--- config.mk ---
export PLATFORM = sky130hd
export DESIGN_NAME = port_d_gpio_with_pin_mux
export DESIGN_NICKNAME = d
export VERILOG_FILES = /design/src/verilog/port_d_pkg.sv /design/src/verilog/port_d_gpio_with_pin_mux.sv
export SDC_FILE = /design/constraint.sdc
export NUM_CORES = 1
export LEC_CHECK = 0
export BUFFER_PORTS_ARGS = -buffer_cell sky130_fd_sc_hd__buf_2
export CAP_MARGIN = 5
export CORE_ASPECT_RATIO = 0.9
export CORE_MARGIN = 8
export CORE_UTILIZATION = 36
export DETAILED_ROUTE_END_ITERATION = 6
export PLACE_DENSITY = 0.69
export SYNTH_ARGS = -nofsm -noshare
export SYNTH_HDL_FRONTEND = slang
export SYNTH_SLANG_ARGS = --single-unit
--- constraint.sdc ---
create_clock -name clk_sys -period 1 [get_ports clk_sys]
set_input_delay 0.1 -clock clk_sys [delete_from_list [all_inputs] [get_ports clk_sys]]
set_output_delay 0.1 -clock clk_sys [all_outputs]
set_load 0.02 [all_outputs]
--- src/verilog/port_d_pkg.sv ---
// Constants and carrier types for the eight-pin port D with peripheral pin mux.
// Assumes a single system clock and an active-low asynchronous power-on reset.

package port_d_pkg;

	localparam int WIDTH = 8;

	// =====================================================================
	// Reset values
	localparam logic [7:0] DIR_RESET    = 8'hFF;
	localparam logic [7:0] LATCH_RESET  = 8'h00;
	localparam logic [7:0] ANALOG_RESET = 8'hFF;

	// =====================================================================
	// Pin positions
	localparam int PIN_SCK  = 0;
	localparam int PIN_SDA  = 1;
	localparam int PIN_P2B  = 2;
	localparam int PIN_P2C  = 3;
	localparam int PIN_P2D  = 4;
	localparam int PIN_P1B  = 5;

	// Analog channel numbers carried by pins 0..5
	localparam int ANALOG_FIRST_CH = 20;
	localparam int ANALOG_PINS     = 6;

	// =====================================================================
	// Register write strobes and data
	typedef struct packed {
		logic       dir_we;
		logic       latch_we;
		logic       analog_we;
		logic [7:0] wdata;
	} reg_write_t;

	// Peripheral outputs that want a pin: enable plus level
	typedef struct packed {
		logic spi_clk_en;   // serial2_spi_clock as output
		logic spi_clk;
		logic i2c_clk_en;   // serial2_i2c_clock driving low
		logic i2c_clk;
		logic capture_compare_unit4_io_en;      // capture_compare_unit4_io compare/PWM
		logic capture_compare_unit4_io;
		logic i2c_dat_en;
		logic i2c_dat;
		logic pwm2b_en;
		logic pwm2b;
		logic pwm2c_en;
		logic pwm2c;
		logic pwm2d_en;
		logic pwm2d;
		logic spi_dout_en;
		logic spi_dout;
		logic pwm1b_en;
		logic pwm1b;
	} periph_out_t;

	// Synchronised digital levels handed back to peripherals
	typedef struct packed {
		logic spi_clk;
		logic i2c_clk;
		logic capture_compare_unit4_io;
		logic spi_din;
		logic i2c_dat;
		logic client_sel;
	} periph_in_t;

endpackage : port_d_pkg

--- src/verilog/port_d_gpio_with_pin_mux.sv ---
// Port D: direction, latch and analog select registers, output priority mux,
// synchronised input path. Assumes pins are resolved outside from out/oe.

`timescale 1ns/10ps

module port_d_gpio_with_pin_mux #(
	parameter int  WIDTH         = port_d_pkg::WIDTH,
	parameter bit  LARGE_PACKAGE = 1'b1   // Port exists only on 40/44 pin parts
) (
	input  wire logic                    clk_sys,                // 40 MHz system clock
	input  wire logic                    reset_n,                // Power-on reset, active low
	input  wire port_d_pkg::reg_write_t  reg_wr,                 // Register write strobes
	input  wire logic                    pwm2b_pin_location_cfg, // 1: output B on pin 2
	input  wire port_d_pkg::periph_out_t periph_out,             // Peripheral output requests
	input  wire logic [WIDTH-1:0]        pin_in,                 // Pin levels from pads
	output logic [WIDTH-1:0]             pin_out,                // Pad output level
	output logic [WIDTH-1:0]             pin_oe,                 // Pad driver enable, high drives
	output logic [WIDTH-1:0]             pin_direction_reg,      // Direction readback
	output logic [WIDTH-1:0]             output_latch_reg,       // Latch readback
	output logic [WIDTH-1:0]             analog_select_reg,      // Analog select readback
	output logic [WIDTH-1:0]             port_read,              // Digital pin read value
	output port_d_pkg::periph_in_t       periph_in,              // Inputs to peripherals
	output logic [port_d_pkg::ANALOG_PINS-1:0] analog_enable     // Analog channels 20..25 live
);

	// =====================================================================
	// Registers
	logic [WIDTH-1:0] dir_r;        // Direction, one means input
	logic [WIDTH-1:0] latch_r;      // Output latch
	logic [WIDTH-1:0] ansel_r;      // Analog select, one means analog
	logic [WIDTH-1:0] sync1_r;      // First pad sample, may be metastable
	logic [WIDTH-1:0] sync2_r;      // Settled pad sample
	logic [WIDTH-1:0] drv_val_nxt;  // Level offered to each pad
	logic [WIDTH-1:0] dig_in;       // Settled pad level, analog pins masked
	logic             dir_take;     // Direction write lands
	logic             latch_take;   // Latch write lands
	logic             analog_take;  // Analog select write lands

	// Writes land only where the port is bonded out on this package
	assign dir_take    = reg_wr.dir_we && LARGE_PACKAGE;
	assign latch_take  = reg_wr.latch_we && LARGE_PACKAGE;
	assign analog_take = reg_wr.analog_we && LARGE_PACKAGE;

	always_ff @(posedge clk_sys or negedge reset_n) begin
		if (!reset_n) begin
			dir_r <= port_d_pkg::DIR_RESET;
		end else if (dir_take) begin
			dir_r <= reg_wr.wdata;
		end
	end

	// Read-modify-write software reads output_latch_reg, never the pad
	always_ff @(posedge clk_sys or negedge reset_n) begin
		if (!reset_n) begin
			latch_r <= port_d_pkg::LATCH_RESET;
		end else if (latch_take) begin
			latch_r <= reg_wr.wdata;
		end
	end

	always_ff @(posedge clk_sys or negedge reset_n) begin
		if (!reset_n) begin
			ansel_r <= port_d_pkg::ANALOG_RESET;
		end else if (analog_take) begin
			ansel_r <= reg_wr.wdata;
		end
	end

	// =====================================================================
	// Priority helper shared by every muxed pin

	// Level of a pin with up to two peripheral sources ahead of the latch;
	// a pin with a single source ties the second enable low
	function automatic logic pick_level(
		input logic hi_en,     // Higher priority source enabled
		input logic hi_lvl,    // Its level
		input logic lo_en,     // Lower priority source enabled
		input logic lo_lvl,    // Its level
		input logic latch_lvl  // Latch bit, used when no source is enabled
	);
		logic level;
		level = latch_lvl;
		if (hi_en) begin
			level = hi_lvl;
		end else if (lo_en) begin
			level = lo_lvl;
		end
		return level;
	endfunction : pick_level

	// Pads are asynchronous to clk_sys: two flops before any reader
	always_ff @(posedge clk_sys or negedge reset_n) begin
		if (!reset_n) begin
			sync1_r <= '0;
			sync2_r <= '0;
		end else begin
			sync1_r <= pin_in;
			sync2_r <= sync1_r;
		end
	end

	// =====================================================================
	// Output priority, highest first; analog select plays no part here
	always_comb begin
		drv_val_nxt = latch_r;
		// Pin 0: SPI clock above I2C clock
		drv_val_nxt[port_d_pkg::PIN_SCK] = pick_level(
			periph_out.spi_clk_en,
			periph_out.spi_clk,
			periph_out.i2c_clk_en,
			periph_out.i2c_clk,
			latch_r[port_d_pkg::PIN_SCK]
		);
		// Pin 1: compare/PWM 4 above I2C data
		drv_val_nxt[port_d_pkg::PIN_SDA] = pick_level(
			periph_out.capture_compare_unit4_io_en,
			periph_out.capture_compare_unit4_io,
			periph_out.i2c_dat_en,
			periph_out.i2c_dat,
			latch_r[port_d_pkg::PIN_SDA]
		);
		// Pin 2: output B only at its default location
		drv_val_nxt[port_d_pkg::PIN_P2B] = pick_level(
			periph_out.pwm2b_en && pwm2b_pin_location_cfg,
			periph_out.pwm2b,
			1'b0,
			1'b0,
			latch_r[port_d_pkg::PIN_P2B]
		);
		// Pin 3
		drv_val_nxt[port_d_pkg::PIN_P2C] = pick_level(
			periph_out.pwm2c_en,
			periph_out.pwm2c,
			1'b0,
			1'b0,
			latch_r[port_d_pkg::PIN_P2C]
		);
		// Pin 4: enhanced PWM above SPI data out
		drv_val_nxt[port_d_pkg::PIN_P2D] = pick_level(
			periph_out.pwm2d_en,
			periph_out.pwm2d,
			periph_out.spi_dout_en,
			periph_out.spi_dout,
			latch_r[port_d_pkg::PIN_P2D]
		);
		// Pin 5
		drv_val_nxt[port_d_pkg::PIN_P1B] = pick_level(
			periph_out.pwm1b_en,
			periph_out.pwm1b,
			1'b0,
			1'b0,
			latch_r[port_d_pkg::PIN_P1B]
		);
	end

	// Peripherals drive only when direction is output, as the latch does
	assign pin_out = LARGE_PACKAGE ? drv_val_nxt : '0;
	assign pin_oe  = LARGE_PACKAGE ? ~dir_r : '0;

	// =====================================================================
	// Input side
	assign dig_in    = sync2_r & ~ansel_r;
	assign port_read = LARGE_PACKAGE ? dig_in : '0;
	// Analog channels need the pad released as well as analog selected
	assign analog_enable = LARGE_PACKAGE ? (ansel_r[port_d_pkg::ANALOG_PINS-1:0]
		& dir_r[port_d_pkg::ANALOG_PINS-1:0]) : '0;

	// Peripheral inputs follow the same digital gate; software must have set
	// the pin to input with analog cleared before relying on them
	always_comb begin
		periph_in.spi_clk    = port_read[port_d_pkg::PIN_SCK];
		periph_in.i2c_clk    = port_read[port_d_pkg::PIN_SCK];
		periph_in.capture_compare_unit4_io       = port_read[port_d_pkg::PIN_SDA];
		periph_in.spi_din    = port_read[port_d_pkg::PIN_SDA];
		periph_in.i2c_dat    = port_read[port_d_pkg::PIN_SDA];
		periph_in.client_sel = port_read[port_d_pkg::PIN_P2C];
	end

	// A port that is not bonded out reads back as zero
	assign pin_direction_reg = LARGE_PACKAGE ? dir_r : '0;
	assign output_latch_reg  = LARGE_PACKAGE ? latch_r : '0;
	assign analog_select_reg = LARGE_PACKAGE ? ansel_r : '0;

endmodule : port_d_gpio_with_pin_mux

# Word-level counts from Yosys, hierarchy flattened
# Cells that the tools add are included.
# Widths: inputs -> output; s select.
[totals]
out_inout_bits = 60
elab_cells = 19
regBits = 40
[classes]
n_mux = 9
reduce_logical = 1
bitwise = 4
[ops]
columns = ["operator", "n"]
rows = [
  ["$not 8->8", 2],
  ["$mux 1", 9],
  ["$and 8x8->8", 1],
  ["$and 6x6->6", 1],
  ["$logic_and 1x1->1", 1],
]

# Logic depth before layout (Yosys ltp)
[depth]
depth_word = 2
depth_mapped = 3
depth_no_buf = 2

# Worst setup path before layout
# Ideal clock, no wire load.
[synth_timing]
path_kind = "reg2out"
start = "register ansel_r[1], in the netlist analog_select_reg[1]"
end = "output port periph_in[2] (netlist name)"
slack_ns = -0.151
path_stages_with_launch = 3
arrival_time_ns = 1.051
path_cell_list = "dfstp_2 nor2b_1 buf_4"
[synth_lines]
columns = ["item", "line", "source"]
rows = [
  ["from (decl)", "port_d_gpio_with_pin_mux.sv:30", "logic [WIDTH-1:0] ansel_r;"],
  ["from (signal assigned)", "port_d_gpio_with_pin_mux.sv:63", "ansel_r <= port_d_pkg::ANALOG_RESET;"],
  ["from (signal assigned)", "port_d_gpio_with_pin_mux.sv:65", "ansel_r <= reg_wr.wdata;"],
  ["to (decl)", "port_d_gpio_with_pin_mux.sv:22", "output port_d_pkg::periph_in_t periph_in,"],
]

# Worst setup path after layout
[layout_timing]
start = "register ansel_r[0], in the netlist analog_select_reg[0]"
end = "output port analog_enable[0] (netlist name)"
[layout_via]
elab_chain_cells = 1
[layout_lines]
columns = ["item", "line", "source"]
rows = [
  ["$and 6x6->6", "port_d_gpio_with_pin_mux.sv:166", "& dir_r[port_d_pkg::ANALOG_PINS-1:0]) : '0;"],
  ["to (decl)", "port_d_gpio_with_pin_mux.sv:23", "output logic [port_d_pkg::ANALOG_PINS-1:0] analog_enable"],
]
# Every way passes these cells.

==> results by group <==
Worst setup path
  • CP endpoint kind: output pin
  • Worst Setup Path Type: reg -> out
  • CP arrival: 1.15 ns
  • CP peak stage delay: 0.59 ns
  • Required @ worst endpoint: 0.90 ns
  • Critical Path Slowest Stage Cell: dfstp_2
  • CP max FO: 4
  • Stages on the worst setup path: 2
  • Critical Path Start Type: register
  • CP top delay family: flip-flops
  • Worst path cell trace: and2_4 > buf_6
  • Worst Path Buf+Inv: 1
  • FF-to-FF path depth: 4

Routing
  • Overall routed net length: 5.92 mm
  • DRT antenna net count: 0
  • DRT Pass-1 Iters: 4
  • Per-cell routed wire length: 18.9 um
  • Iter 0 DRT Violations: 42
  • # DRC: 0
  • Vias/cell: 4.42
  • Vias: 1384

Global routing
  • Largest net degree at the start of global routing: 41
  • Gr usage total: 14.7%
  • First-pass GRT wire length: 7.65 mm
  • Total grt overflow: 0
  • Vias in the first global route: 1378
  • Initial antenna violation count: 0

Power and ir drop
  • Clock Power Share: 27.3%
  • Logic pwr share: 31.9%
  • P_int: 0.00336 W
  • Sw Ratio: 28.4%
  • Max rail drop VDD: 0.651 mV
  • Pwr dens: 1560 mW/mm^2
  • Leakage Power: 1.51 nW
  • Psw: 0.00133 W
  • Seq pwr share: 40.8%

Place
  • RD Place Congestion: 0.739
  • Setup WS pre-CTS: 0.0665 ns
  • DP HPWL: 3.26 mm
  • Area post-placement: 0.00215 mm^2
  • Number of port buffers: 99

Floorplan
  • Core area: 0.00443 mm^2
  • Initial Utilization: 37.1%
  • Num ports: 100
  • Die area: 0.00699 mm^2
  • Num rows: 23
  • Die X-Extent: 87.2 um
  • Die Y: 80.1 um

Synth
  • Register area share after synthesis: 62.1%
  • Post-synth ARST share: 100%
  • Distinct cells, synth: 14
  • EDFF count, synth: 0
  • Yosys reg bits: 40
  • Synthesized area: 0.00164 mm^2
  • Dominant cell type by area after synthesis: dfrtp_1
  • Top post-synthesis cells by area: dfrtp_1, dfstp_2, mux2_4, buf_4, nor2b_1
  • Share of the synthesized area in the top cell type: 36.5%
  • Top FF cell, synth: dfrtp_1
  • Top-count cell post-synth: dfrtp_1
  • Mapped Nets: 158
  • Synth Instances: 118
  • Commonest cells in the netlist: dfrtp_1, dfstp_2, mux2_4
  • Mapped Avg Cell Area: 13.9 um^2
  • Warnings from Yosys: 0

Final layout
  • Fill count: 306
  • Nets@finish: 290
  • Final Instance Area: 0.00300 mm^2
  • Layout area overhead: 82.7%
  • Fraction of final layout cells sized beyond drive strength 1: 76.9%
  • N_diodes: 0

STA
  • Worst Tran Pin Value: 0.381 ns
  • RSZ-0062 raised after global routing: true
  • Clock period minus worst slack: 1.25 ns
  • Final hold violation count: 0
  • PnR worst setup slack: -0.248 ns
  • # setup viols final: 57
  • Highest clock rate: 801 MHz
  • Final Max Tran Viols: 0
  • Slew Limit Headroom: 74.6%
  • Worst Clk Skew: 0.000612 ns
  • Fin crit share: 125%
  • Setup TNS: -7.98 ns

Clock network
  • Clock Sinks: 40
  • Max clock buf depth: 2
  • CTS root buf: clkbuf_8
  • # H-tree levels: 2
  • CTS tree: yes
  • CTS clock-pin slew for the worst setup and hold paths: 0.07 ns
  • Clk Latency, worst-skew pair: 0.29 ns
  • TritonCTS Buffers: 5

Min path
  • Hold crit path type: in -> reg
  • Hold Path Depth: 3

Job
  • Max-Cap Viols: 0

Outcome
  • Status: finished, violations left
  • Failing checks: setup timing
==> worst paths after layout <==
| path | from | end | slack, ns |
|---|---|---|---|
| worst min-delay path | reg_wr[3] | pin_direction_reg[3]$_DFFE_PN1P_ | 0.03 |
| worst max-delay path | analog_select_reg[0]$_DFFE_PN1P_ | analog_enable[0] | -0.25 |
| max in group asynchronous | reset_n | analog_select_reg[3]$_DFFE_PN1P_ | 0.37 |
| worst max register to register | pin_direction_reg[4]$_DFFE_PN1P_ | pin_direction_reg[4]$_DFFE_PN1P_ | -0.02 |
| worst min register to register | sync1_r[3]$_DFF_PN0_ | sync2_r[3]$_DFF_PN0_ | 0.35 |
| min in group asynchronous | reset_n | sync2_r[2]$_DFF_PN0_ | 0.37 |
==> routing by layer <==
layer  part of all wire [%]  track usage, %  up-vias
li1                       -               -      638
met1                     33            15.5      674
met2                     55            26.4       64
met3                    9.4            5.50        8
met4                    1.9            5.32        0
met5                      0               0        -
==> cell type report <==
class / count / area, um^2 / share of cell area [%]
timing repair buffer: 136 / 1210 / 40.4
inverter: 8 / 30.0 / 1.00
tap: 62 / 77.6 / 2.58
sequential: 40 / 1020 / 34.0
multi-input combinational: 59 / 554 / 18.5
clock buffer: 6 / 72.6 / 2.42
clock inverter: 2 / 35.0 / 1.17
==> metrics by stage <==
step | hold WS (ns) | power [W] | utilization, % | cells
2_1_floorplan | -0.196 | 0.00247 | - | 118
3_3_place_gp | 0.0818 | 0.00281 | 48.5 | 269
3_5_place_dp | 0.0836 | 0.00282 | 48.5 | 269
4_1_cts | 0.0233 | 0.00450 | 62.6 | 302
5_1_grt | 0.0311 | 0.00490 | 67.8 | 313
6_report | 0.0322 | 0.00469 | 67.8 | 313
==> cell families (layout without fill, tap and decap cells) <==
| family | after synthesis | after routing | share of synthesized area, % |
|---|---|---|---|
| AO/OA/AOI/OAI | 11 | 11 | 3.81 |
| buffers and inverters | 19 | 152 | 7.53 |
| flip-flops | 40 | 40 | 62.1 |
| multiplexers | 22 | 22 | 18.5 |
| AND/OR/NAND/NOR | 26 | 26 | 8.07 |
==> worst min-delay path, delay by kind of cell <==
kind / cells / cell delay (ns)
AO/OA/AOI/OAI: 1 / 0.05
AND/OR/NAND/NOR: 1 / 0.05
buffers and inverters: 1 / 0.11
==> power groups by stage <==
stage | registers, W | logic, W | clock network (W)
floorplan | 0.00202 | 0.000453 | 0
global placement | 0.00190 | 0.000910 | 0
detailed placement | 0.00190 | 0.000920 | 0
CTS | 0.00189 | 0.00129 | 0.00132
global route | 0.00193 | 0.00157 | 0.00141
finish | 0.00191 | 0.00150 | 0.00128
==> placed cells by master, fill, tap and decap left out <==
| master | synthesis | layout |
|---|---|---|
| and2_4 | 0 | 6 |
| buf_12 | 0 | 1 |
| buf_2 | 0 | 42 |
| buf_4 | 8 | 14 |
| buf_6 | 3 | 70 |
| bufinv_16 | 0 | 1 |
| clkbuf_1 | 0 | 1 |
| clkbuf_8 | 0 | 5 |
| clkinv_2 | 0 | 1 |
| dfrtp_1 | 24 | 24 |
| dfstp_2 | 16 | 16 |
| dlygate4sd3_1 | 0 | 9 |
| inv_2 | 0 | 8 |
| mux2_2 | 3 | 1 |
| mux2_4 | 16 | 18 |
| mux2i_1 | 3 | 3 |
| nand2_1 | 12 | 12 |
| nor2b_1 | 8 | 2 |
| nor2b_2 | 0 | 4 |
| nor2b_4 | 0 | 2 |
| o21ai_1 | 2 | 7 |
| o21ai_2 | 2 | 4 |
==> repair_timing <==
action                                 4_1_cts  5_1_grt
pin swaps                                    3        4
buffers inserted                            16       13
gates resized for setup                    107       47
hold buffers                                 9        0
endpoints found under the hold margin       41        0
setup endpoints to repair                   50       64
Power figures use the tool's default switching activity.
